==> src/core/ltq_pkg.sv <==
// package for the logic trigger qualifier: classes, functions, field layouts,
// timing constants. assumes a 100 MHz sample clock.
package ltq_pkg;

  localparam int SYS_CLK_MHZ = 100;
  localparam int CLK_PERIOD_PS = 1000000 / SYS_CLK_MHZ;
  localparam int MIN_WINDOW_PS = 2000;
  // least time rounds up to whole cycles
  localparam int MIN_WINDOW_CYC =
    (MIN_WINDOW_PS + CLK_PERIOD_PS - 1) / CLK_PERIOD_PS;
  localparam int DUR_W = 24;
  localparam int SH_W = 12;
  localparam int CHAN_N = 4;
  localparam logic [1:0] DATA_SRC_RST = 2'h0;
  localparam logic [1:0] CLK_SRC_RST = 2'h1;

  typedef enum logic [1:0] {
    LTQ_CLASS_PATTERN,
    LTQ_CLASS_STATE,
    LTQ_CLASS_SETUP_HOLD
  } ltq_class_type;

  typedef enum logic [1:0] {
    LTQ_FN_AND,
    LTQ_FN_NAND,
    LTQ_FN_OR,
    LTQ_FN_NOR
  } ltq_func_type;

  typedef enum logic [1:0] {
    LTQ_QUAL_NONE,
    LTQ_QUAL_LESS,
    LTQ_QUAL_MORE
  } ltq_qual_type;

  typedef enum logic [1:0] {
    LTQ_PRE_DONT_CARE,
    LTQ_PRE_HIGH,
    LTQ_PRE_LOW
  } ltq_pre_type;

  typedef struct packed {
    ltq_class_type trig_class;
    ltq_func_type func;
    logic goes_false;
    ltq_qual_type qual;
    logic [DUR_W-1:0] dur_limit;
    ltq_pre_type [CHAN_N-1:0] pre;
    logic state_edge_fall;
    logic [1:0] data_src;
    logic [1:0] clk_src;
    logic sh_edge_fall;
  } ltq_cfg_type;

endpackage : ltq_pkg

==> src/core/ltq_sh_window.sv <==
// setup/hold window limiter: keeps setup plus hold at or above the minimum
// by moving the value not being written. assumes one-cycle write strobes.
`timescale 1ns/1ps
module ltq_sh_window
  import ltq_pkg::*;
#(
  parameter int W = SH_W
) (
  input wire logic sys_clk,
  input wire logic arst_n,
  input wire logic setup_wr,
  input wire logic hold_wr,
  input wire logic signed [W-1:0] wr_value,
  output logic signed [W-1:0] setup_q,
  output logic signed [W-1:0] hold_q
);

  localparam logic signed [W:0] MIN_SUM = (W+1)'(MIN_WINDOW_CYC);
  localparam logic signed [W-1:0] SETUP_RST = W'(MIN_WINDOW_CYC);
  logic signed [W:0] other_need;

  // the value the untouched side must reach to hold the minimum sum
  always_comb begin
    other_need = MIN_SUM - $signed({wr_value[W-1], wr_value});
  end

  always_ff @(posedge sys_clk or negedge arst_n) begin
    if (!arst_n) begin
      setup_q <= SETUP_RST;
      hold_q <= '0;
    end else if (setup_wr) begin
      setup_q <= wr_value;
      if ($signed({hold_q[W-1], hold_q}) < other_need) begin
        hold_q <= other_need[W-1:0];
      end
    end else if (hold_wr) begin
      hold_q <= wr_value;
      if ($signed({setup_q[W-1], setup_q}) < other_need) begin
        setup_q <= other_need[W-1:0];
      end
    end
  end

endmodule : ltq_sh_window

==> src/core/ltq_trigger.sv <==
// logic trigger qualifier: pattern (optionally time qualified), state and
// setup/hold classes over four thresholded probe inputs.
// assumes inputs are synchronous to sys_clk and holdoff is applied by the
// caller through arm; every qualifying event while armed fires.
//
// Functional notes
// - less-than: trigger when true shorter than limit
// - more-than: trigger when true longer than limit
// - time from condition true until false
// - trigger placed where condition went false
// - state class clocks on input four
// - high/low/don't-care preconditions, clock edge choice
// - combining function AND, OR, NAND, NOR
// - trigger on condition met or not met
// - setup/hold: data and clock channel select
// - setup/hold clock edge selectable
// - measure window from clock crossing
// - positive setup before, positive hold after
// - setup plus hold kept at least 2 ns
// - negative setup or hold skews window
// - arm gating common to all classes
// - goes-false swaps AND/NAND and OR/NOR
// - state sampled at clock channel change
// - setup/hold trigger placed at clock edge, or at data time for late data
`timescale 1ns/1ps
module ltq_trigger
  import ltq_pkg::*;
#(
  parameter int DW = DUR_W,
  parameter int SW = SH_W
) (
  input wire logic sys_clk,
  input wire logic arst_n,
  input wire logic arm,
  input wire ltq_cfg_type cfg,
  input wire logic setup_wr,
  input wire logic hold_wr,
  input wire logic signed [SW-1:0] sh_wr_value,
  input wire logic probe_input_1,
  input wire logic probe_input_2,
  input wire logic probe_input_3,
  input wire logic probe_input_4,
  output logic trig_q,
  output logic [DW-1:0] true_len_q,
  output logic cond_q,
  output logic signed [SW-1:0] setup_out_q,
  output logic signed [SW-1:0] hold_out_q
);

  logic [CHAN_N-1:0] probes;
  logic probes_vld_q;
  logic [CHAN_N-1:0] probes_q;
  logic [CHAN_N-1:0] pre_ok;
  logic [CHAN_N-1:0] pre_used;
  logic any_ok;
  logic all_ok;
  logic cond;
  logic [DW-1:0] timer_q;
  logic timing_q;
  logic cond_prev_q;
  logic state_clk_edge;
  logic signed [SW-1:0] setup_q;
  logic signed [SW-1:0] hold_q;
  logic sh_clk_edge;
  logic data_edge;
  logic [SW-1:0] since_data_q;
  logic [SW-1:0] since_clk_q;
  logic clk_seen_q;
  logic sh_hit;
  logic trig_d;

  assign probes = {probe_input_4, probe_input_3, probe_input_2, probe_input_1};

  always_ff @(posedge sys_clk or negedge arst_n) begin
    if (!arst_n) begin
      probes_q <= '0;
      probes_vld_q <= 1'b0;
    end else begin
      // no edges until a real previous sample is held
      probes_q <= probes;
      probes_vld_q <= 1'b1;
    end
  end

  // per-channel precondition match
  for (genvar i = 0; i < CHAN_N; i++) begin : g_pre
    always_comb begin
      pre_ok[i] = 1'b0;
      pre_used[i] = 1'b0;
      if (cfg.trig_class == LTQ_CLASS_PATTERN || i < CHAN_N - 1) begin
        unique case (cfg.pre[i])
          LTQ_PRE_HIGH: begin
            pre_used[i] = 1'b1;
            pre_ok[i] = probes[i];
          end
          LTQ_PRE_LOW: begin
            pre_used[i] = 1'b1;
            pre_ok[i] = !probes[i];
          end
          default: begin
            pre_used[i] = 1'b0;
            pre_ok[i] = 1'b0;
          end
        endcase
      end
    end
  end

  always_comb begin
    all_ok = ((pre_ok | ~pre_used) == '1) && (pre_used != '0);
    any_ok = (pre_ok != '0);
    unique case (cfg.func)
      LTQ_FN_AND: cond = all_ok;
      LTQ_FN_NAND: cond = !all_ok;
      LTQ_FN_OR: cond = any_ok;
      LTQ_FN_NOR: cond = !any_ok;
    endcase
    // goes-false inverts, i.e. swaps AND/NAND and OR/NOR
    if (cfg.goes_false) begin
      cond = !cond;
    end
  end

  always_ff @(posedge sys_clk or negedge arst_n) begin
    if (!arst_n) begin
      cond_prev_q <= 1'b0;
      cond_q <= 1'b0;
    end else begin
      cond_prev_q <= cond;
      cond_q <= cond;
    end
  end

  // duration timer in sample clock counts
  always_ff @(posedge sys_clk or negedge arst_n) begin
    if (!arst_n) begin
      timer_q <= '0;
      timing_q <= 1'b0;
      true_len_q <= '0;
    end else if (!arm) begin
      timer_q <= '0;
      timing_q <= 1'b0;
    end else if (cond && !cond_prev_q) begin
      timer_q <= DW'(1);
      timing_q <= 1'b1;
    end else if (cond && timing_q) begin
      if (timer_q != '1) begin
        timer_q <= timer_q + DW'(1);
      end
    end else if (!cond && timing_q) begin
      timing_q <= 1'b0;
      true_len_q <= timer_q;
    end
  end

  assign state_clk_edge = probes_vld_q && (cfg.state_edge_fall ?
    (probes_q[CHAN_N-1] && !probes[CHAN_N-1]) :
    (!probes_q[CHAN_N-1] && probes[CHAN_N-1]));

  ltq_sh_window #(
    .W(SW)
  ) u_window (
    .sys_clk(sys_clk),
    .arst_n(arst_n),
    .setup_wr(setup_wr),
    .hold_wr(hold_wr),
    .wr_value(sh_wr_value),
    .setup_q(setup_q),
    .hold_q(hold_q)
  );

  always_ff @(posedge sys_clk or negedge arst_n) begin
    if (!arst_n) begin
      setup_out_q <= '0;
      hold_out_q <= '0;
    end else begin
      setup_out_q <= setup_q;
      hold_out_q <= hold_q;
    end
  end

  assign sh_clk_edge = probes_vld_q && (cfg.sh_edge_fall ?
    (probes_q[cfg.clk_src] && !probes[cfg.clk_src]) :
    (!probes_q[cfg.clk_src] && probes[cfg.clk_src]));
  assign data_edge = probes_vld_q &&
    probes_q[cfg.data_src] != probes[cfg.data_src];

  // ages of the last data transition and last clock edge, saturating
  always_ff @(posedge sys_clk or negedge arst_n) begin
    if (!arst_n) begin
      since_data_q <= '1;
      since_clk_q <= '1;
      clk_seen_q <= 1'b0;
    end else if (!arm) begin
      since_data_q <= '1;
      since_clk_q <= '1;
      clk_seen_q <= 1'b0;
    end else begin
      if (data_edge) begin
        since_data_q <= '0;
      end else if (since_data_q != '1) begin
        since_data_q <= since_data_q + SW'(1);
      end
      if (sh_clk_edge) begin
        since_clk_q <= '0;
        clk_seen_q <= 1'b1;
      end else if (since_clk_q != '1) begin
        since_clk_q <= since_clk_q + SW'(1);
      end
    end
  end

  // window is [edge - setup, edge + hold]; signed bounds skew it
  always_comb begin
    sh_hit = 1'b0;
    // data before (or at) the clock edge: age d means time -(d+1)
    if (sh_clk_edge && (data_edge || since_data_q != '1)) begin
      if (data_edge) begin
        sh_hit = (setup_q >= 0) && (hold_q >= 0);
      end else begin
        sh_hit = ($signed({1'b0, since_data_q}) + 1 <= setup_q) &&
          (-($signed({1'b0, since_data_q}) + 1) <= hold_q);
      end
    end
    // data after the clock edge, at +since_clk+1
    if (data_edge && clk_seen_q && !sh_clk_edge && since_clk_q != '1) begin
      if (($signed({1'b0, since_clk_q}) + 1 <= hold_q) &&
          (-($signed({1'b0, since_clk_q}) + 1) <= setup_q)) begin
        sh_hit = 1'b1;
      end
    end
  end

  always_comb begin
    trig_d = 1'b0;
    unique case (cfg.trig_class)
      LTQ_CLASS_PATTERN: begin
        unique case (cfg.qual)
          LTQ_QUAL_NONE: trig_d = cond && !cond_prev_q;
          LTQ_QUAL_LESS: trig_d = !cond && timing_q &&
            (timer_q < cfg.dur_limit);
          LTQ_QUAL_MORE: trig_d = !cond && timing_q &&
            (timer_q > cfg.dur_limit);
          default: trig_d = 1'b0;
        endcase
      end
      LTQ_CLASS_STATE: trig_d = state_clk_edge && cond;
      // late data hits report at data time, still marked against that edge
      LTQ_CLASS_SETUP_HOLD: trig_d = sh_hit &&
        (cfg.data_src != cfg.clk_src);
      default: trig_d = 1'b0;
    endcase
  end

  always_ff @(posedge sys_clk or negedge arst_n) begin
    if (!arst_n) begin
      trig_q <= 1'b0;
    end else begin
      trig_q <= trig_d && arm;
    end
  end

endmodule : ltq_trigger

==> config.mk <==
export PLATFORM = sky130hd
export DESIGN_NAME = ltq_trigger
export DESIGN_NICKNAME = d
export VERILOG_FILES = /design/src/core/ltq_pkg.sv /design/src/core/ltq_sh_window.sv /design/src/core/ltq_trigger.sv
export SDC_FILE = /design/constraint.sdc
export NUM_CORES = 1
export LEC_CHECK = 0
export ABC_AREA = 0
export BUFFER_PORTS_ARGS = -buffer_cell sky130_fd_sc_hd__buf_2
export CORE_ASPECT_RATIO = 1.1
export CORE_UTILIZATION = 45
export CTS_CLUSTER_SIZE = 24
export DETAILED_ROUTE_END_ITERATION = 10
export GPL_TIMING_DRIVEN = 0
export HOLD_SLACK_MARGIN = 0.15
export SYNTH_ARGS = -nofsm -noshare
export SYNTH_HDL_FRONTEND = slang
export SYNTH_HIERARCHICAL = 1
export SYNTH_SLANG_ARGS = --single-unit
==> constraint.sdc <==
create_clock -name sys_clk -period 5.7 [get_ports sys_clk]
set_clock_uncertainty 0.15 [all_clocks]
set_input_delay 0.855 -clock sys_clk [delete_from_list [all_inputs] [get_ports sys_clk]]
set_output_delay 0.855 -clock sys_clk [all_outputs]
set_load 0.005 [all_outputs]
==> results.yml, run 1 <==
route:
  drc_errors: 0
  vias: 8628
  ant_nets: 0
  vias_per_cell: 5.54
  drt_iter0_drc: 403
  wl_um: 26400
  first_pass_iters: 5
  wl_per_cell_um: 16.9
setup_path:
  max_stage_delay_ns: 0.68
  required_ns: 5.82
  slowest_stage: "dfstp_2"
  critPathCaptureType: "flop"
  crit_top_cell: "ha_1"
  critical_path.startpoint: "since_data_q[0]"
  r2r_start: "since_data_q[0]"
  cp_max_fo: 10
  cp-start-kind: "flop"
  worstPathArrival_ns: 5.53
  path_cells: "ha_1, xor2_1, nor3b_1, nand3_1, or3_1, nor3_1, and3_2, nand2_1, ha_1, nand4_1, or2_2, nor4_2, o31ai_1, and4_1, o311ai_1, a221oi_1"
  crit_type: "flop to flop"
global_routing:
  grt_use_total_pct: 23.7
  grt_pass1_wl_um: 43600
  overflow: 0
  grt_max_degree: 67
  antenna_found_initial: 0
  grt_pass1_vias: 8541
synth:
  yosys_warnings: 6
  ys_ff_latch: 129
  dominantRegCellSynth: "dfrtp_1"
  syn-num-nets: 1323
  synth_cells: 1125
  async_flop_share_pct: 100
  synth_edf_count: 0
  syn_avg_cell_area_um2: 9.06
  synth_cell_types: 91
  synth-seq-area-share_pct: 32.0
  netlist_area_um2: 10200
sta:
  finalSetupViolations: 0
  hold_ws_ns: 0.264
  worstMarginPinSlew_ns: 1.18
  relSlewSlack_pct: 19.2
  min_period_over_period_pct: 94.9
  rsz0062_at_grt: "no"
  drv_slew: 0
  finalCriticalPeriod_ns: 5.41
  max_freq_mhz: 185
  hold_viol: 0
clocking:
  h-tree-depth: 4
  cts_buffers: 17
  postCtsSetupBuffers: 0
  clock_sinks: 129
  clk_pin_slew_ns: 0.06
  clock_path_buffers: 2
  clockRootBuffer: "clkbuf_16"
  worst_skew_pair.late_latency_ns: 0.43
  cts_tree: "yes"
  hold_buffers: 0
power:
  clock_power_share_pct: 24.6
  seqPwrFrac_pct: 29.2
  p_int_mw: 2.75
  irDropWorstVdd_mv: 0.272
  p_sw_share_pct: 40.3
  power.density_nw_per_um2: 392
  pwr-share-comb_pct: 46.2
  p_switching_mw: 1.86
  p_leak_nw: 5.41
place:
  hpwl_um: 20300
  port_buffers: 107
  dp_cells: 1528
  gp_congestion: 0.859
cells_and_area:
  drive_gt1_share_pct: 19.9
  area_growth_pct: 15.3
  nets: 1449
  postLayoutCoreUtil_pct: 53.0
  num_antenna_cells: 0
  instances_no_fill: 1558
run:
  drv_cap: 0
min_path:
  hp-class: "input port to async pin"
floorplanning:
  fp-row-count: 57
  start_util_pct: 45.9
  io_pins: 116
  core_region_area_um2: 22200
  die_w_um: 145
  die-area_um2: 23300
  die_h_um: 160
outcome:
  status: "complete, no violations"
-- cell usage after synthesis (4+ instances only) --
| cell type | instances | area share [%] |
|---|---|---|
| a211oi_1 | 12 | 0.88 |
| a21boi_0 | 7 | 0.52 |
| a21o_1 | 10 | 0.74 |
| a21oi_1 | 66 | 3.2 |
| a221oi_1 | 4 | 0.34 |
| a22o_1 | 4 | 0.34 |
| a22oi_1 | 5 | 0.37 |
| a31oi_1 | 7 | 0.43 |
| and2_1 | 4 | 0.25 |
| and3_1 | 11 | 0.68 |
| and4_1 | 7 | 0.60 |
| buf_2 | 7 | 0.34 |
| buf_6 | 6 | 0.66 |
| clkbuf_1 | 17 | 0.63 |
| dfrtp_1 | 104 | 26 |
| dfstp_2 | 25 | 6.4 |
| ha_1 | 132 | 16 |
| inv_1 | 93 | 3.4 |
| mux2_2 | 24 | 2.7 |
| mux2i_1 | 19 | 1.9 |
| nand2_1 | 99 | 3.6 |
| nand2b_1 | 9 | 0.55 |
| nand3_1 | 38 | 1.9 |
| nand3b_1 | 4 | 0.29 |
| nand4_1 | 26 | 1.6 |
| nor2_1 | 51 | 1.9 |
| nor2b_1 | 16 | 0.98 |
| nor3_1 | 21 | 1.0 |
| nor3b_1 | 5 | 0.37 |
| nor4_1 | 10 | 0.61 |
| o211ai_1 | 7 | 0.52 |
| o21a_1 | 9 | 0.66 |
| o21ai_0 | 69 | 3.4 |
| o21ai_1 | 6 | 0.29 |
| o22ai_1 | 7 | 0.43 |
| o31a_1 | 4 | 0.34 |
| o31ai_1 | 8 | 0.59 |
| or2_2 | 21 | 1.3 |
| or3_1 | 11 | 0.68 |
| or4_1 | 6 | 0.44 |
| xnor2_1 | 35 | 3.0 |
| xor2_1 | 27 | 2.3 |
-- what timing repair did --
item                       4_1_cts  5_1_grt
gates resized for setup          2        3
setup endpoints to repair        1        1
pin swaps                        0        0
-- sequential cells by signal, summed over array words and instances, names as in the netlist --
name              cells
timer_q              24
true_len_q           24
hold_out_q           12
setup_out_q          12
since_clk_q          12
since_data_q         12
u_window/hold_q      12
u_window/setup_q     12
probes_q              4
clk_seen_q            1
cond_prev_q           1
probes_vld_q          1
timing_q              1
trig_q                1
-- critical path, delay by kind of cell, from the launching register on --
| kind | cells | cell delay, ns |
|---|---|---|
| AO/OA/AOI/OAI | 3 | 0.81 |
| AND/OR/NAND/NOR | 10 | 2.73 |
| flip-flops | 1 | 0.68 |
| adder cells (fa/ha/maj) | 2 | 0.66 |
| XOR/XNOR | 1 | 0.22 |
-- layer usage --
layer / up-vias / share of wire (%) / track usage, %
met4: 0 / 2.7 / 9.19
met3: 35 / 3.6 / 2.91
met1: 4077 / 46 / 30.6
met2: 186 / 48 / 40.3
met5: - / 0 / 0
li1: 4330 / - / -
-- worst paths after layout --
check                                            to  slack, ns  cells after the start
worst min register to register        hold_out_q[5]       0.28                      0
worst min-delay path                 true_len_q[15]       0.26                      1
min in group sys_clk                  hold_out_q[5]       0.28                      0
worst max register to register               trig_q       0.29                     16
worst max-delay path                         trig_q       0.29                     16
max in group asynchronous       u_window/setup_q[0]       4.35                      2
-- stage by stage --
| step | TNS, ns | setup WS (ns) | power (mW) | cell area, um2 |
|---|---|---|---|---|
| final | 0 | 0.288 | 4.61 | 11800 |
| after global routing | 0 | 0.0682 | 5.01 | 11800 |
| after CTS | 0 | 0.100 | 4.63 | 11700 |
| after detailed placement | -0.0834 | -0.0834 | 3.46 | 11100 |
| after global placement | -0.0837 | -0.0837 | 3.42 | 11100 |
| after floorplan | 0 | 1.20 | 2.84 | 10200 |
-- cell usage in the layout (no fill, tap or decap), drive strengths merged, types with 5 or more instances in the layout --
cell	synthesis	routed
ha	132	132
buf	16	124
dfrtp	104	104
nand2	99	99
inv	93	95
o21ai	76	76
a21oi	67	67
nor2	52	52
nand3	38	38
clkbuf	18	37
xnor2	35	35
xor2	27	27
nand4	26	26
mux2	26	26
dfstp	25	25
nor3	24	24
or2	21	21
mux2i	19	19
nor2b	16	16
or3	14	14
a211oi	12	12
and3	12	12
a21o	11	11
nor4	10	10
nand2b	9	9
o21a	9	9
o31ai	8	8
a31oi	8	8
or4	8	8
and4	7	7
o22ai	7	7
o211ai	7	7
a21boi	7	7
nor3b	5	5
a22oi	5	5
o31a	5	5
a221oi	5	5
a22o	5	5
clkinv	2	5
-- cells by family after synthesis --
family	after synthesis	synth area share [%]
multiplexers	46	5.03
XOR/XNOR	63	5.55
AO/OA/AOI/OAI	263	16.9
other	1	0.0368
flip-flops	129	32.0
AND/OR/NAND/NOR	360	18.7
adder cells (fa/ha/maj)	134	16.4
buffers and inverters	129	5.35
-- cell type report --
cell class | count | area [um2]
buffer | 33 | 185
clock buffer | 20 | 447
clock inverter | 11 | 156
fill | 2123 | 10400
inverter | 95 | 357
multi-input combinational | 867 | 6410
sequential | 129 | 3260
tap | 295 | 369
timing repair buffer | 108 | 569
-- power groups by stage --
stage	Combinational, mW	Sequential [mW]	Clock [mW]
after floorplan	1.55	1.29	0
after global placement	2.06	1.36	0
after detailed placement	2.10	1.36	0
after CTS	2.12	1.35	1.16
after global routing	2.44	1.37	1.20
final	2.13	1.35	1.14
Note: power is estimated with default switching activity, not from simulation.
==> run 2, diff against run 1 <==
--- a/config.mk
+++ b/config.mk
@@ -7,7 +7,7 @@
 export LEC_CHECK = 0
 export ABC_AREA = 0
 export BUFFER_PORTS_ARGS = -buffer_cell sky130_fd_sc_hd__buf_2
-export CORE_ASPECT_RATIO = 1.1
+export CORE_ASPECT_RATIO = 1.2
 export CORE_UTILIZATION = 45
 export CTS_CLUSTER_SIZE = 24
 export DETAILED_ROUTE_END_ITERATION = 10
==> run 2 against run 1 <==
Against the previous run:
- power up 0.59%
- flip-flop and latch count stayed put
- final area decreased by 0.26%
- routed wire length increased by 8.0%
- cell count down 1.3%
- worst hold slack got worse by 0.012 ns
- first-iteration DRC count rose by 2.7%
- non-clock buffer count unchanged
- critical endpoint unchanged
==> results.yml, run 2 (same netlist as run 1, synthesis figures left out) <==
outcome:
  status: "complete, no violations"
power:
  p_leak_nw: 5.42
  clock_power_share_pct: 23.8
  pwr-share-comb_pct: 47.3
  seqPwrFrac_pct: 29.0
  p_sw_share_pct: 41.3
  irDropWorstVdd_mv: 0.275
  power.density_nw_per_um2: 396
  p_switching_mw: 1.92
  p_int_mw: 2.72
sta:
  hold_ws_ns: 0.252
  final.setup.tns_ns: 0
  hold_viol: 0
  max_freq_mhz: 183
  relSlewSlack_pct: 36.1
  rsz0062_at_grt: "no"
  drv_slew: 0
  min_period_over_period_pct: 95.8
  setup_ws_ns: 0.239
  worstMarginPinSlew_ns: 0.934
  finalSetupViolations: 0
  finalCriticalPeriod_ns: 5.46
place:
  hpwl_um: 22200
  gp_congestion: 0.872
  place_ws_ns: -0.415
  port_buffers: 107
  placed_area_um2: 11100
run:
  drv_cap: 0
setup_path:
  worstPathArrival_ns: 5.64
  crit_type: "flop to flop"
  cp-start-kind: "flop"
  cp_max_fo: 10
  critPathCaptureType: "flop"
  required_ns: 5.87
cells_and_area:
  final_cell_mix: "132 x ha_1, 113 x buf_2, 104 x dfrtp_1"
  drive_gt1_share_pct: 20.0
  num_antenna_cells: 0
  top_regs: "timer_q x24, true_len_q x24"
  fillers: 2048
  postLayoutCoreUtil_pct: 53.5
  layout.cells.most_common: "ha_1"
  area_growth_pct: 15.0
  nets: 1449
  final_area_um2: 11700
route:
  drt_iter0_drc: 414
  ant_nets: 0
  wl_um: 28500
  first_pass_iters: 5
  wl_per_cell_um: 18.5
  vias_per_cell: 5.75
  vias: 8842
  drc_errors: 0
global_routing:
  antenna_found_initial: 0
  overflow: 0
  grt_pass1_wl_um: 45900
  grt_use_total_pct: 25.2
  grt_pass1_vias: 8710
  grt_max_degree: 74
floorplanning:
  die-area_um2: 23300
  fp-row-count: 59
  core_region_area_um2: 21900
  start_util_pct: 46.5
  io_pins: 116
  die_h_um: 167
  die_w_um: 139
clocking:
  worst_skew_pair.late_latency_ns: 0.43
  clk_pin_slew_ns: 0.06
  cts_buffers: 17
  clock_path_buffers: 2
  clock_sinks: 129
  clockRootBuffer: "clkbuf_16"
  cts_tree: "yes"
  h-tree-depth: 4
  postCtsSetupBuffers: 0
min_path:
  hp-class: "input port to async pin"
-- run 2: cell count changes in the layout (fill, tap and decap cells not counted) --
cell and change:
inv_6 -1, clkbuf_1 -1, o311ai_1 -1, bufinv_16 -1, clkinv_4 -1, nor4_2 -1
nor4_4 +1, clkinv_2 +2, o311ai_0 +1, clkinvlp_4 +2, clkbuf_8 +1
-- run 2: final cells by class --
cell class | count | area (um2) | area share [%]
Multi-Input combinational cell | 867 | 6420 | 54.7
Clock inverter | 12 | 134 | 1.14
Inverter | 95 | 357 | 3.04
Timing Repair Buffer | 108 | 569 | 4.86
Clock buffer | 20 | 457 | 3.90
Sequential cell | 129 | 3260 | 27.8
Buffer | 33 | 185 | 1.58
Tap cell | 274 | 343 | 2.93
-- run 2: what timing repair did --
action,CTS,global route
hold buffers,0,0
endpoints found under the setup margin,1,1
gates resized for setup,3,2
-- run 2: worst paths after layout --
path	startpoint	slack, ns	cells past startpoint	endpoint
max in group asynchronous	arst_n	4.35	2	since_data_q[3]
setup / recovery	since_data_q[0]	0.24	18	trig_q
hold reg to reg	u_window/setup_q[4]	0.31	0	setup_out_q[4]
hold / removal	arst_n	0.25	1	true_len_q[9]
setup reg to reg	since_data_q[0]	0.24	18	trig_q
min in group sys_clk	u_window/setup_q[4]	0.31	0	setup_out_q[4]
-- run 2: critical path, stage by stage (launching register included) --
cell	delay, ns
dfstp_2	0.66
ha_1	0.31
nand3_1	0.11
xor2_1	0.27
inv_1	0.15
nor4b_4	0.37
and4b_1	0.28
and3_1	0.27
clkbuf_1	0.26
ha_1	0.20
inv_1	0.04
ha_1	0.26
nand4_1	0.10
or2_2	0.35
nor4_4	0.43
o31ai_1	0.25
a31oi_1	0.40
o311ai_0	0.20
a221oi_1	0.27
-- run 2: layer usage --
metal	GRT usage, %	share of wire [%]	up-vias
met2	46.0	52	228
met3	4.05	3.6	56
met1	29.0	41	4218
met4	10.8	3.4	0
met5	0	0	-
li1	-	-	4340
-- run 2: per-stage QoR --
| step | total power, mW | instances |
|---|---|---|
| 2_1_floorplan | 2.84 | 1125 |
| 3_3_place_gp | 3.47 | 1506 |
| 3_5_place_dp | 3.51 | 1507 |
| 4_1_cts | 4.64 | 1539 |
| 5_1_grt | 5.00 | 1538 |
| 6_report | 4.64 | 1538 |
-- run 2: power by group through the flow --
stage | clock network, mW | logic [mW] | registers, mW
3_5_place_dp | 0 | 2.15 | 1.36
6_report | 1.10 | 2.19 | 1.34
2_1_floorplan | 0 | 1.55 | 1.29
3_3_place_gp | 0 | 2.11 | 1.36
5_1_grt | 1.16 | 2.47 | 1.37
4_1_cts | 1.12 | 2.18 | 1.34
